**src/inc/ioxp_pkg.sv**
```systemverilog
// Operation
// - Sixteen lines in two 8-bit ports, each with input, output, inversion, direction.
// - Master writes direction bits; each line is then input or driven output.
// - Input register captures line levels; outputs are driven from latched output register.
// - A set inversion bit returns that line's level inverted on input reads.
// - Every register, direction, output and inversion included, reads back its contents.
// - Alert asserts while any input differs from its last registered state.
// - Alert is active-low open-drain: pulls low when asserted, released otherwise.
// - Power-on reset loads register defaults and returns the state machine home.
// - After power-on all sixteen lines are inputs; nothing is driven.
// - Three select inputs set the low address bits; eight devices share a bus.
// - Serial interface works at bus clocks up to 400 kHz.
// - Short noise pulses on serial clock and data are filtered before sampling.
// - Input registers at 0 and 1, outputs at 2 and 3, directions 6 and 7.
package ioxp_pkg;

  ////////////////////////////////////////////////////////////////////////////
  localparam logic [2:0] REG_IN0 = 3'h0;
  localparam logic [2:0] REG_IN1 = 3'h1;
  localparam logic [2:0] REG_OUT0 = 3'h2;
  localparam logic [2:0] REG_OUT1 = 3'h3;
  localparam logic [2:0] REG_POL0 = 3'h4;
  localparam logic [2:0] REG_POL1 = 3'h5;
  localparam logic [2:0] REG_DIR0 = 3'h6;
  localparam logic [2:0] REG_DIR1 = 3'h7;

  localparam logic [7:0] OUT_RST = 8'hff;
  localparam logic [7:0] POL_RST = 8'h00;
  localparam logic [7:0] DIR_RST = 8'hff;

  // Fixed upper part of the bus address; a plain default.
  localparam logic [3:0] ADDR_FIXED = 4'h4;

  ////////////////////////////////////////////////////////////////////////////
  localparam int CLK_NS = 25;
  localparam int SPIKE_NS = 50;
  localparam int FILT_CYC_I = ((SPIKE_NS + CLK_NS - 1) / CLK_NS) < 1 ? 1 : ((SPIKE_NS + CLK_NS - 1) / CLK_NS);
  localparam logic [1:0] FILT_CYC = FILT_CYC_I[1:0];
  localparam int SCL_MAX_KHZ = 400;
  localparam int SYNC_W = 19;

  ////////////////////////////////////////////////////////////////////////////
  typedef enum logic [3:0] {S_IDLE, S_ADDR, S_ACK_A, S_PTR, S_ACK_W, S_WDATA, S_TX, S_RACK} ioxp_fsm_t;

  typedef logic [1:0][7:0] ioxp_lines_t;

  typedef struct packed {
    ioxp_lines_t out;
    ioxp_lines_t oe;
  } ioxp_pinout_t;

  typedef struct packed {
    logic out;
    logic oe;
  } ioxp_od_t;

  typedef struct packed {
    ioxp_fsm_t fsm;
    logic [3:0] cnt;
    logic [7:0] sh;
    logic rw;
    logic mack;
    logic [2:0] ptr;
    ioxp_lines_t outl;
    ioxp_lines_t pol;
    ioxp_lines_t dir;
    ioxp_lines_t snap;
    logic primed;
    logic sda_oe;
    logic alert;
    logic scl_q;
    logic sda_q;
  } ioxp_state_t;

  typedef struct packed {
    logic [1:0] sync;
    logic [1:0] cnt;
    logic out;
  } ioxp_filt_t;

  typedef struct packed {
    logic [SYNC_W-1:0] s1;
    logic [SYNC_W-1:0] s2;
  } ioxp_sync_t;

endpackage : ioxp_pkg

```
**src/ioxp_sync2.sv**
```systemverilog
module ioxp_sync2 (
  // Clock and reset
  input logic ref_clk,
  input logic rst_n,
  // Pin levels
  input logic [ioxp_pkg::SYNC_W-1:0] d,
  output logic [ioxp_pkg::SYNC_W-1:0] q
);
  import ioxp_pkg::*;

  ioxp_sync_t st;
  ioxp_sync_t next_st;

  ////////////////////////////////////////////////////////////////////////////
  // The first stage feeds only the second, so metastability stays contained.
  always_comb
  begin
    next_st.s1 = d;
    next_st.s2 = st.s1;
  end

  always_ff @(posedge ref_clk or negedge rst_n)
  begin
    if (!rst_n)
      st <= '0;
    else
      st <= next_st;
  end

  assign q = st.s2;

endmodule : ioxp_sync2

```
**src/ioxp_glitch_filter.sv**
```systemverilog
module ioxp_glitch_filter (
  // Clock and reset
  input logic ref_clk,
  input logic rst_n,
  // Bus wire
  input logic raw,
  output logic filt
);
  import ioxp_pkg::*;

  ioxp_filt_t st;
  ioxp_filt_t next_st;

  ////////////////////////////////////////////////////////////////////////////
  // spike rejection
  always_comb
  begin
    next_st = st;
    next_st.sync = {st.sync[0], raw};
    if (st.sync[1] == st.out)
      next_st.cnt = 2'h0;
    else if (st.cnt == FILT_CYC - 2'h1)
    begin
      next_st.out = st.sync[1];
      next_st.cnt = 2'h0;
    end
    else
      next_st.cnt = st.cnt + 2'h1;
  end

  // The idle bus is high, so reset to high to avoid a false start.
  always_ff @(posedge ref_clk or negedge rst_n)
  begin
    if (!rst_n)
      st <= '{sync: 2'h3, cnt: 2'h0, out: 1'b1};
    else
      st <= next_st;
  end

  assign filt = st.out;
endmodule : ioxp_glitch_filter

```
**src/ioxp_expander.sv**
```systemverilog
module ioxp_expander (
  // Clock and reset
  input logic ref_clk,
  input logic rst_n,
  // Serial bus
  input logic scl_in,
  input logic sda_in,
  output ioxp_pkg::ioxp_od_t sda_pin,
  // Address select straps
  input logic addr_select_bit0,
  input logic addr_select_bit1,
  input logic addr_select_bit2,
  // Port lines
  input ioxp_pkg::ioxp_lines_t line_in,
  output ioxp_pkg::ioxp_pinout_t line_pin,
  // Change alert
  output ioxp_pkg::ioxp_od_t alert_pin
);
  import ioxp_pkg::*;

  localparam ioxp_state_t ST_RST = '{
    fsm: S_IDLE,
    outl: {2{OUT_RST}},
    pol: {2{POL_RST}},
    dir: {2{DIR_RST}},
    scl_q: 1'b1,
    sda_q: 1'b1,
    default: '0
  };

  ioxp_state_t st;
  ioxp_state_t next_st;
  logic scl_f;
  logic sda_f;
  logic [SYNC_W-1:0] syn;
  ioxp_lines_t live;
  logic [2:0] addr_sel;
  logic scl_rise;
  logic scl_fall;
  logic start_c;
  logic stop_c;
  logic [15:0] diff;

  ////////////////////////////////////////////////////////////////////////////
  // fast-mode margin
  // A 400 kHz bus gives about fifty clocks per half period, far more than
  // the few cycles of synchroniser and filter delay.
  ioxp_glitch_filter u_scl_filt (
    .ref_clk(ref_clk),
    .rst_n(rst_n),
    .raw(scl_in),
    .filt(scl_f)
  );

  ioxp_glitch_filter u_sda_filt (
    .ref_clk(ref_clk),
    .rst_n(rst_n),
    .raw(sda_in),
    .filt(sda_f)
  );

  ioxp_sync2 u_pin_sync (
    .ref_clk(ref_clk),
    .rst_n(rst_n),
    .d({addr_select_bit2, addr_select_bit1, addr_select_bit0, line_in}),
    .q(syn)
  );

  assign live = ioxp_lines_t'(syn[15:0]);
  assign addr_sel = syn[18:16];

  assign scl_rise = scl_f & ~st.scl_q;
  assign scl_fall = ~scl_f & st.scl_q;
  assign start_c = scl_f & st.scl_q & st.sda_q & ~sda_f;
  assign stop_c = scl_f & st.scl_q & ~st.sda_q & sda_f;
  assign diff = (live ^ st.snap) & st.dir;

  ////////////////////////////////////////////////////////////////////////////
  // Pair partner: sequential access alternates within a register pair.
  function automatic logic [2:0] pair_next(input logic [2:0] p);
    pair_next = {p[2:1], ~p[0]};
  endfunction : pair_next

  // Loads the byte to send and starts driving its first bit.
  function automatic ioxp_state_t load_byte(input ioxp_state_t s, input ioxp_lines_t lv);
    ioxp_state_t r;
    r = s;
    if (s.ptr[2:1] == REG_IN0[2:1])
    begin
      r.sh = lv[s.ptr[0]] ^ s.pol[s.ptr[0]];
      r.snap[s.ptr[0]] = lv[s.ptr[0]];
    end
    else if (s.ptr[2:1] == REG_OUT0[2:1])
      r.sh = s.outl[s.ptr[0]];
    else if (s.ptr[2:1] == REG_POL0[2:1])
      r.sh = s.pol[s.ptr[0]];
    else
      r.sh = s.dir[s.ptr[0]];
    r.cnt = 4'h0;
    r.fsm = S_TX;
    r.sda_oe = ~r.sh[7];
    load_byte = r;
  endfunction : load_byte

  ////////////////////////////////////////////////////////////////////////////
  always_comb
  begin
    next_st = st;
    next_st.scl_q = scl_f;
    next_st.sda_q = sda_f;
    if (!st.primed)
    begin
      next_st.snap = live;
      next_st.primed = 1'b1;
    end
    next_st.alert = st.primed & (|diff);
    unique case (st.fsm)
      S_IDLE:
      begin
      end
      S_ADDR, S_PTR, S_WDATA:
      begin
        if (scl_rise)
        begin
          next_st.sh = {st.sh[6:0], sda_f};
          next_st.cnt = st.cnt + 4'h1;
        end
        else if (scl_fall && st.cnt == 4'h8)
        begin
          next_st.cnt = 4'h0;
          if (st.fsm == S_ADDR)
          begin
            if (st.sh[7:1] == {ADDR_FIXED, addr_sel})
            begin
              next_st.rw = st.sh[0];
              next_st.sda_oe = 1'b1;
              next_st.fsm = S_ACK_A;
            end
            else
              next_st.fsm = S_IDLE;
          end
          else
          begin
            next_st.sda_oe = 1'b1;
            next_st.fsm = S_ACK_W;
            if (st.fsm == S_PTR)
              next_st.ptr = st.sh[2:0];
            else
            begin
              next_st.ptr = pair_next(st.ptr);
              if (st.ptr[2:1] == REG_OUT0[2:1])
                next_st.outl[st.ptr[0]] = st.sh;
              else if (st.ptr[2:1] == REG_POL0[2:1])
                next_st.pol[st.ptr[0]] = st.sh;
              else if (st.ptr[2:1] == REG_DIR0[2:1])
                next_st.dir[st.ptr[0]] = st.sh;
            end
          end
        end
      end
      S_ACK_A:
      begin
        if (scl_fall)
        begin
          next_st.sda_oe = 1'b0;
          if (st.rw)
            next_st = load_byte(next_st, live);
          else
            next_st.fsm = S_PTR;
        end
      end
      S_ACK_W:
      begin
        if (scl_fall)
        begin
          next_st.sda_oe = 1'b0;
          next_st.fsm = S_WDATA;
        end
      end
      S_TX:
      begin
        if (scl_fall)
        begin
          if (st.cnt == 4'h7)
          begin
            next_st.sda_oe = 1'b0;
            next_st.fsm = S_RACK;
          end
          else
          begin
            next_st.cnt = st.cnt + 4'h1;
            next_st.sh = {st.sh[6:0], 1'b0};
            next_st.sda_oe = ~st.sh[6];
          end
        end
      end
      S_RACK:
      begin
        if (scl_rise)
          next_st.mack = ~sda_f;
        else if (scl_fall)
        begin
          if (st.mack)
          begin
            next_st.ptr = pair_next(st.ptr);
            next_st = load_byte(next_st, live);
          end
          else
            next_st.fsm = S_IDLE;
        end
      end
    endcase
    // A stop or a repeated start always overrides the byte in progress.
    if (stop_c)
    begin
      next_st.fsm = S_IDLE;
      next_st.sda_oe = 1'b0;
    end
    if (start_c)
    begin
      next_st.fsm = S_ADDR;
      next_st.cnt = 4'h0;
      next_st.sda_oe = 1'b0;
    end
  end

  always_ff @(posedge ref_clk or negedge rst_n)
  begin
    if (!rst_n)
      st <= ST_RST;
    else
      st <= next_st;
  end

  ////////////////////////////////////////////////////////////////////////////
  // latched outputs
  assign line_pin.out = st.outl;
  assign line_pin.oe = ~st.dir;
  assign sda_pin.out = 1'b0;
  assign sda_pin.oe = st.sda_oe;
  assign alert_pin.out = 1'b0;
  assign alert_pin.oe = st.alert;
endmodule : ioxp_expander

```
**config.mk**
```make
export PLATFORM = sky130hd
export DESIGN_NAME = ioxp_expander
export DESIGN_NICKNAME = d
export VERILOG_FILES = /design/src/inc/ioxp_pkg.sv /design/src/ioxp_sync2.sv /design/src/ioxp_glitch_filter.sv /design/src/ioxp_expander.sv
export SDC_FILE = /design/constraint.sdc
export NUM_CORES = 1
export LEC_CHECK = 0
export BUFFER_PORTS_ARGS = -buffer_cell sky130_fd_sc_hd__buf_2
export CAP_MARGIN = 20
export CORE_ASPECT_RATIO = 1.1
export CORE_MARGIN = 8
export CORE_UTILIZATION = 44
export CTS_CLUSTER_DIAMETER = 60
export CTS_CLUSTER_SIZE = 40
export DETAILED_ROUTE_END_ITERATION = 12
export HOLD_SLACK_MARGIN = 0.12
export SYNTH_ARGS = -nofsm -noshare
export SYNTH_HDL_FRONTEND = slang
export SYNTH_HIERARCHICAL = 1
export SYNTH_SLANG_ARGS = --single-unit
export TNS_END_PERCENT = 30
```
**constraint.sdc**
```tcl
create_clock -name ref_clk -period 2.2 [get_ports ref_clk]
set_input_delay 0.22 -clock ref_clk [delete_from_list [all_inputs] [get_ports ref_clk]]
set_output_delay 0.22 -clock ref_clk [all_outputs]
set_load 0.05 [all_outputs]
```
# Word-level counts from Yosys, hierarchy flattened

Index checks and enable logic that the tools add are counted.
Widths: inputs -> output; s select.

Bitwise gates (word level): 30
Add/sub/neg operators: 3
$lt $le $gt $ge: 4
Reductions and logical operators: 25
Equal/unequal tests: 48
Mux-type cells: 97

Operators with widths:

| kind               | number |
|---|---|
| $mux 8             | 34 |
| $mux 90            | 2 |
| $mux 86            | 2 |
| $mux 51            | 3 |
| $pmux 51 s3        | 1 |
| $mux 16            | 7 |
| $bwmux 16          | 5 |
| $mux 72            | 1 |
| $mux 48            | 1 |
| $pmux 12 s4        | 1 |
| $ne 4x4->1 const B | 10 |
| $reduce_and 9->1   | 4 |
| $mux 17            | 2 |
| $pmux 17 s2        | 1 |
| $mux 32            | 1 |
| $ne 2x2->1 const B | 13 |
| $mux 4             | 6 |
| $ne 3x3->1 const B | 7 |
| $eq 4x3->1 const B | 5 |
| $pmux 4 s5         | 1 |
| $reduce_and 10->1  | 2 |
| $not 1->1          | 17 |
| $and 16x16->16     | 1 |
| $demux 8 s1        | 2 |
| other kinds (36)   | 78 |

Register bits: 138
Logic and storage cells: 235
Input bits: 23
Output and inout port bits: 36

# Logic depth before layout (Yosys ltp)

Depth after elaboration: 17
Gate-level depth with buffers: 9
Gate-level depth less buffers: 7

# By module

Netlist, hierarchy kept.

Modules (own cells, without submodules):

| module             | cells each | times used | seq. area each (um2) | area an instance (um2) |
|---|---|---|---|---|
| ioxp_expander      | 555        | 1          | 2,269.7              | 5,846.9 |
| ioxp_sync2         | 38         | 1          | 950.9                | 950.9 |
| ioxp_glitch_filter | 10         | 2          | 128.9                | 177.7 |

# Least setup slack after synthesis

No wires, ideal clock.

Path kind: register -> register
Start: register st[70] (netlist bit)
End: register st[74] (netlist bit)
Period minus slack after synthesis: 2.157 ns
Path slack: 0.043 ns
Arrival: 2.032 ns
Library setup time: 0.125 ns
Data required time: 2.075 ns
Path buffers: 1
Cell stages (with the launch flop): 9
Path through: dfrtp_1 -> inv_1 -> ha_1 -> buf_2 -> mux2_1 -> mux4_2 -> mux2_2 -> a22oi_1 -> o21ai_1

Longest elaborated chain between the ends: 12
Elaborated cells between the ends (all ways): 22
Those cells by class: eq/ne (2); mux (19); reduce/logical (1)

Ends and longest elaborated chain:

| element                  | line                 | RTL |
|---|---|---|
| start: declaration       | ioxp_expander.sv:31  | `ioxp_state_t st;` |
| start signal: assignment | ioxp_expander.sv:232 | `st <= next_st;` |
| $eq 2x2->1               | ioxp_expander.sv:95  | `else if (s.ptr[2:1] == REG_POL0[2:1])` |
| $mux 8                   | ioxp_expander.sv:95  |  |
| $mux 8                   | ioxp_expander.sv:93  | `else if (s.ptr[2:1] == REG_OUT0[2:1])` |
| $mux 8                   | ioxp_expander.sv:88  | `if (s.ptr[2:1] == REG_IN0[2:1])` |
| $mux 8                   | ioxp_expander.sv:203 | `if (st.mack)` |
| $mux 8                   | ioxp_expander.sv:201 | `else if (scl_fall)` |
| $mux 8                   | ioxp_expander.sv:199 | `if (scl_rise)` |
| $mux 8                   | ioxp_expander.sv:117 | `unique case (st.fsm)` |
| $mux 86                  | ioxp_expander.sv:203 |  |
| $mux 90                  | ioxp_expander.sv:201 |  |
| $mux 17                  | ioxp_expander.sv:199 |  |
| $pmux 12 s4 *            | ioxp_expander.sv:117 |  |

Mark *: on every way between the ends. The rest lies on a longest branch, timed or not. The select of a mux whose other input is x is not followed.
A chain may end at the register's enable or synchronous reset.

# Final worst setup path

Start: register st[1] (netlist bit)
End: register st, in the netlist line_pin[27]

Longest elaborated chain between the ends: 4
Elaborated cells between the ends (all ways): 6
Those cells by class: bitwise (4); reduce/logical (2)

Ends and longest elaborated chain:

| element                      | line                | RTL |
|---|---|---|
| $not 1->1                    | ioxp_expander.sv:72 | `assign scl_rise = scl_f & ~st.scl_q;` |
| $and 1x1->1                  | ioxp_expander.sv:72 |  |
| $not 1->1 (no line)          | -                   |  |
| $reduce_and 8->1 (no line) * | -                   |  |

Mark *: on every way between the ends. The rest lies on a longest branch, timed or not.

==> key figures <==
Floorplan
  – Starting Density: 44.36%
  – Die height: 149.7 um
  – Row cnt: 49
  – Die width: 137.6 um
  – IO Count: 59
  – Core Area: 0.01612 sq mm
  – Die area: 0.02060 sq mm

Synth
  – Syn_area_per_cell: 11.67 sq um
  – Dominant register cell in the synthesized netlist: dfrtp_1
  – Synthesized area: 0.007153 sq mm
  – Number of synthesized flops with an enable pin: 0
  – Syn Inst Count: 613
  – Cell variety after synth: 74
  – FFs w/ async S/R, synth: 100.0%
  – Synth Register Bits: 137
  – Total number of yosys warnings: 6
  – Sequential element share of the synthesized area: 48.63%

Worst setup path
  – Top cell by count, worst path: buf_4
  – CP Capture Type: flip-flop
  – Worst-path fanout max: 8
  – Setup CP Type: reg -> reg
  – Crit-path cells: ha_1, buf_4, nand4b_2, nor3_2, buf_4, nand3_2, mux2_1
  – R2r setup slk: 0.008 ns
  – Worst Setup SP: st[1]
  – Startpoint type of the worst setup path: flip-flop
  – Crit path max-delay family: simple AND/OR/NAND/NOR gates
  – Max incr delay on CP: 0.54 ns
  – Critical path's slowest cell: dfstp_2
  – Worst Path Required: 2.55 ns
  – Worst endpoint data arrival time: 2.54 ns
  – Crit Reg-Reg Startpoint: st[1]
  – Crit path buf inv count: 2

Final layout
  – Layout cells sized above 1: 36.10%
  – Area grow syn2layout: 21.43%
  – Filler Cell Count: 1373
  – Antenna Diode Count: 0
  – Final core area utilization: 53.87%
  – Final std cells w/o fill: 927
  – Design area: 0.008686 sq mm
  – Nets: 742

STA
  – Highest clock rate: 456.3 MHz
  – Min Hold Slack: 0.2965 ns
  – Worst slew pin tran: 0.6007 ns
  – Fin crit share: 99.62%
  – Max Slew Vio Count: 0
  – Worst slew margin: 59.53%
  – RSZ-0062 raised after global routing: true
  – Clk_skew: 0.008115 ns
  – Final Setup Violations: 0
  – Tmin final: 2.192 ns
  – Hold Violations, Final: 0

Clock network
  – Clock sink count: 137
  – CTS tree: built
  – Total CTS buffers: 17
  – H-tree depth: 4
  – Later-pin clock latency in the skew report: 0.43 ns
  – Longest Clk Path Bufs: 2
  – CTS Root Cell: clkbuf_16
  – Clock-pin slew on the worst setup and hold paths: 0.07 ns

Placed design
  – GP Congestion: 0.8689
  – DPL Wire Length: 13.73 mm
  – Placed cell area: 0.007784 sq mm
  – Cells after DPL: 872
  – Port Buffers: 56

Global routing
  – Vias in the first global route: 5462
  – Largest net degree at the start of global routing: 52
  – First-pass GRT wire length: 29.69 mm
  – Congestion Overflow GR: 0
  – Initial antenna violation count: 0
  – Global Route Usage Sum: 18.77%

Pwr
  – Final Power: 0.007248 W
  – Leak: 3.723 nW
  – Power Dens Cells: 834.4 mW/mm^2
  – Peak supply drop: 0.6184 mV

Drt
  – Routed wire per std cell: 20.19 um
  – Drt drc: 0
  – Via Count: 5264
  – Remaining antenna violation count: 0
  – Final wirelength: 18.72 mm
  – DR vias/cell: 5.679
  – DRT Pass-1 Iters: 5
  – DR iter-0 viols: 393

Min path
  – HP Class: in -> async

Job
  – Max Cap Violations: 0

Outcome
  – Status: finished clean
[cells in the final DEF, fill, tap and decap left out, drive strengths merged, types with 5 or more instances in the layout]
cell / netlist / layout
buf: 38 / 108
dfrtp: 97 / 97
mux2: 74 / 74
dfstp: 40 / 40
inv: 28 / 40
xnor2: 28 / 28
nand2: 28 / 28
a21oi: 23 / 23
o22ai: 22 / 22
dlygate4sd3: 0 / 22
mux2i: 20 / 20
clkbuf: 14 / 17
nor2: 14 / 14
nand3: 14 / 14
o21ai: 13 / 13
o221ai: 12 / 12
nor3b: 12 / 12
and2: 11 / 11
xor2: 10 / 10
nor2b: 10 / 10
ha: 9 / 9
or3: 6 / 6
a31oi: 6 / 6
nor4: 6 / 6
o31ai: 6 / 6
a22oi: 5 / 5
[worst paths after layout]
path | end | cells after the start
min in group ref_clk | u_pin_sync/q[2] | 0
max in group asynchronous | u_sda_filt/filt | 3
setup reg to reg | line_pin[27] | 7
setup / recovery | line_pin[27] | 7
hold reg to reg | u_pin_sync/q[2] | 0
hold / removal | u_pin_sync/q[11] | 2
[registers in the layout (all words and copies together) (netlist names)]
name                cells
u_pin_sync/q           19
u_scl_filt/filt         1
u_scl_filt/st           3
u_scl_filt/next_st      1
u_pin_sync/next_st     19
sda_pin                 1
u_sda_filt/st           3
line_pin               16
alert_pin               1
u_sda_filt/next_st      1
st                     71
u_sda_filt/filt         1
[worst reg2reg max path: cells and delay by family (launching register included)]
kind          cells  cell delay [ns]
fa+ha+maj         1             0.19
buf+inv           2             0.33
flops             1             0.54
mux               1             0.41
simple gates      3             0.65
[cell type report]
type                       instances  area (sq um)  area share, %
clock inverter                    15         146.4          1.685
multi-input combinational        396          3299          37.99
timing repair buffer             130         975.9          11.24
tap                              204         255.2          2.939
clock buffer                      17         425.4          4.898
inverter                          28         105.1          1.210
sequential                       137          3478          40.05
[where the power goes]
group | switching (W) | internal (W)
clock network | 0.00125 | 0.00151
registers | 0.000230 | 0.00278
logic | 0.000817 | 0.000660
total | 0.00230 | 0.00495
[through the flow]
step | TNS (ns) | worst slack, ns
global route | -3.957 | -0.1005
finish | 0 | 0.008282
floorplan | 0 | 0.04303
detailed placement | -0.03309 | -0.02506
CTS | 0 | 0.002854
global placement | 0 | 0.04470
[Yosys cell counts (all sizes together) (5+ instances only)]
master / instances / area (sq um)
nor2: 14 / 52.55
o31ai: 6 / 45.04
a31oi: 6 / 37.54
and2: 11 / 70.07
buf: 38 / 257.7
a21oi: 23 / 115.1
o21ai: 13 / 87.58
or3: 6 / 37.54
nand3: 14 / 85.08
nor4: 6 / 37.54
a22oi: 5 / 37.54
dfrtp: 97 / 2427
clkbuf: 14 / 92.59
o221ai: 12 / 105.1
xor2: 10 / 87.58
o22ai: 22 / 137.6
ha: 9 / 112.6
inv: 28 / 105.1
nor3b: 12 / 90.09
nand2: 28 / 105.1
xnor2: 28 / 245.2
mux2: 74 / 874.6
nor2b: 10 / 77.58
dfstp: 40 / 1051
mux2i: 20 / 200.2
[what timing repair did]
action                     in CTS  in global routing
hold buffers                   22                  0
setup buffers                   1                  0
hold endpoints to repair       63                  0
pin swaps                       1                  0
setup endpoints to repair       9                 75
resized for setup               1                 20
[cell families (layout without fill, tap and decap cells)]
family                   after synthesis  after routing  synth area share [%]
AO/OA/AOI/OAI                        126            126                 12.68
XOR/XNOR                              38             38                 4.653
flip-flops                           137            137                 48.63
adder cells (fa/ha/maj)                9              9                 1.574
other                                  2              3                0.1050
buffers and inverters                 81            190                 6.507
AND/OR/NAND/NOR                      125            125                 10.51
multiplexers                          95             95                 15.34
[per-layer routing]
metal / global-route usage [%] / routed length (um)
met1: 26.14 / 8672
met2: 27.39 / 8411
met3: 3.828 / 1135
met4: 8.700 / 500
met5: 0 / 0
(Power assumes the default switching activity.)
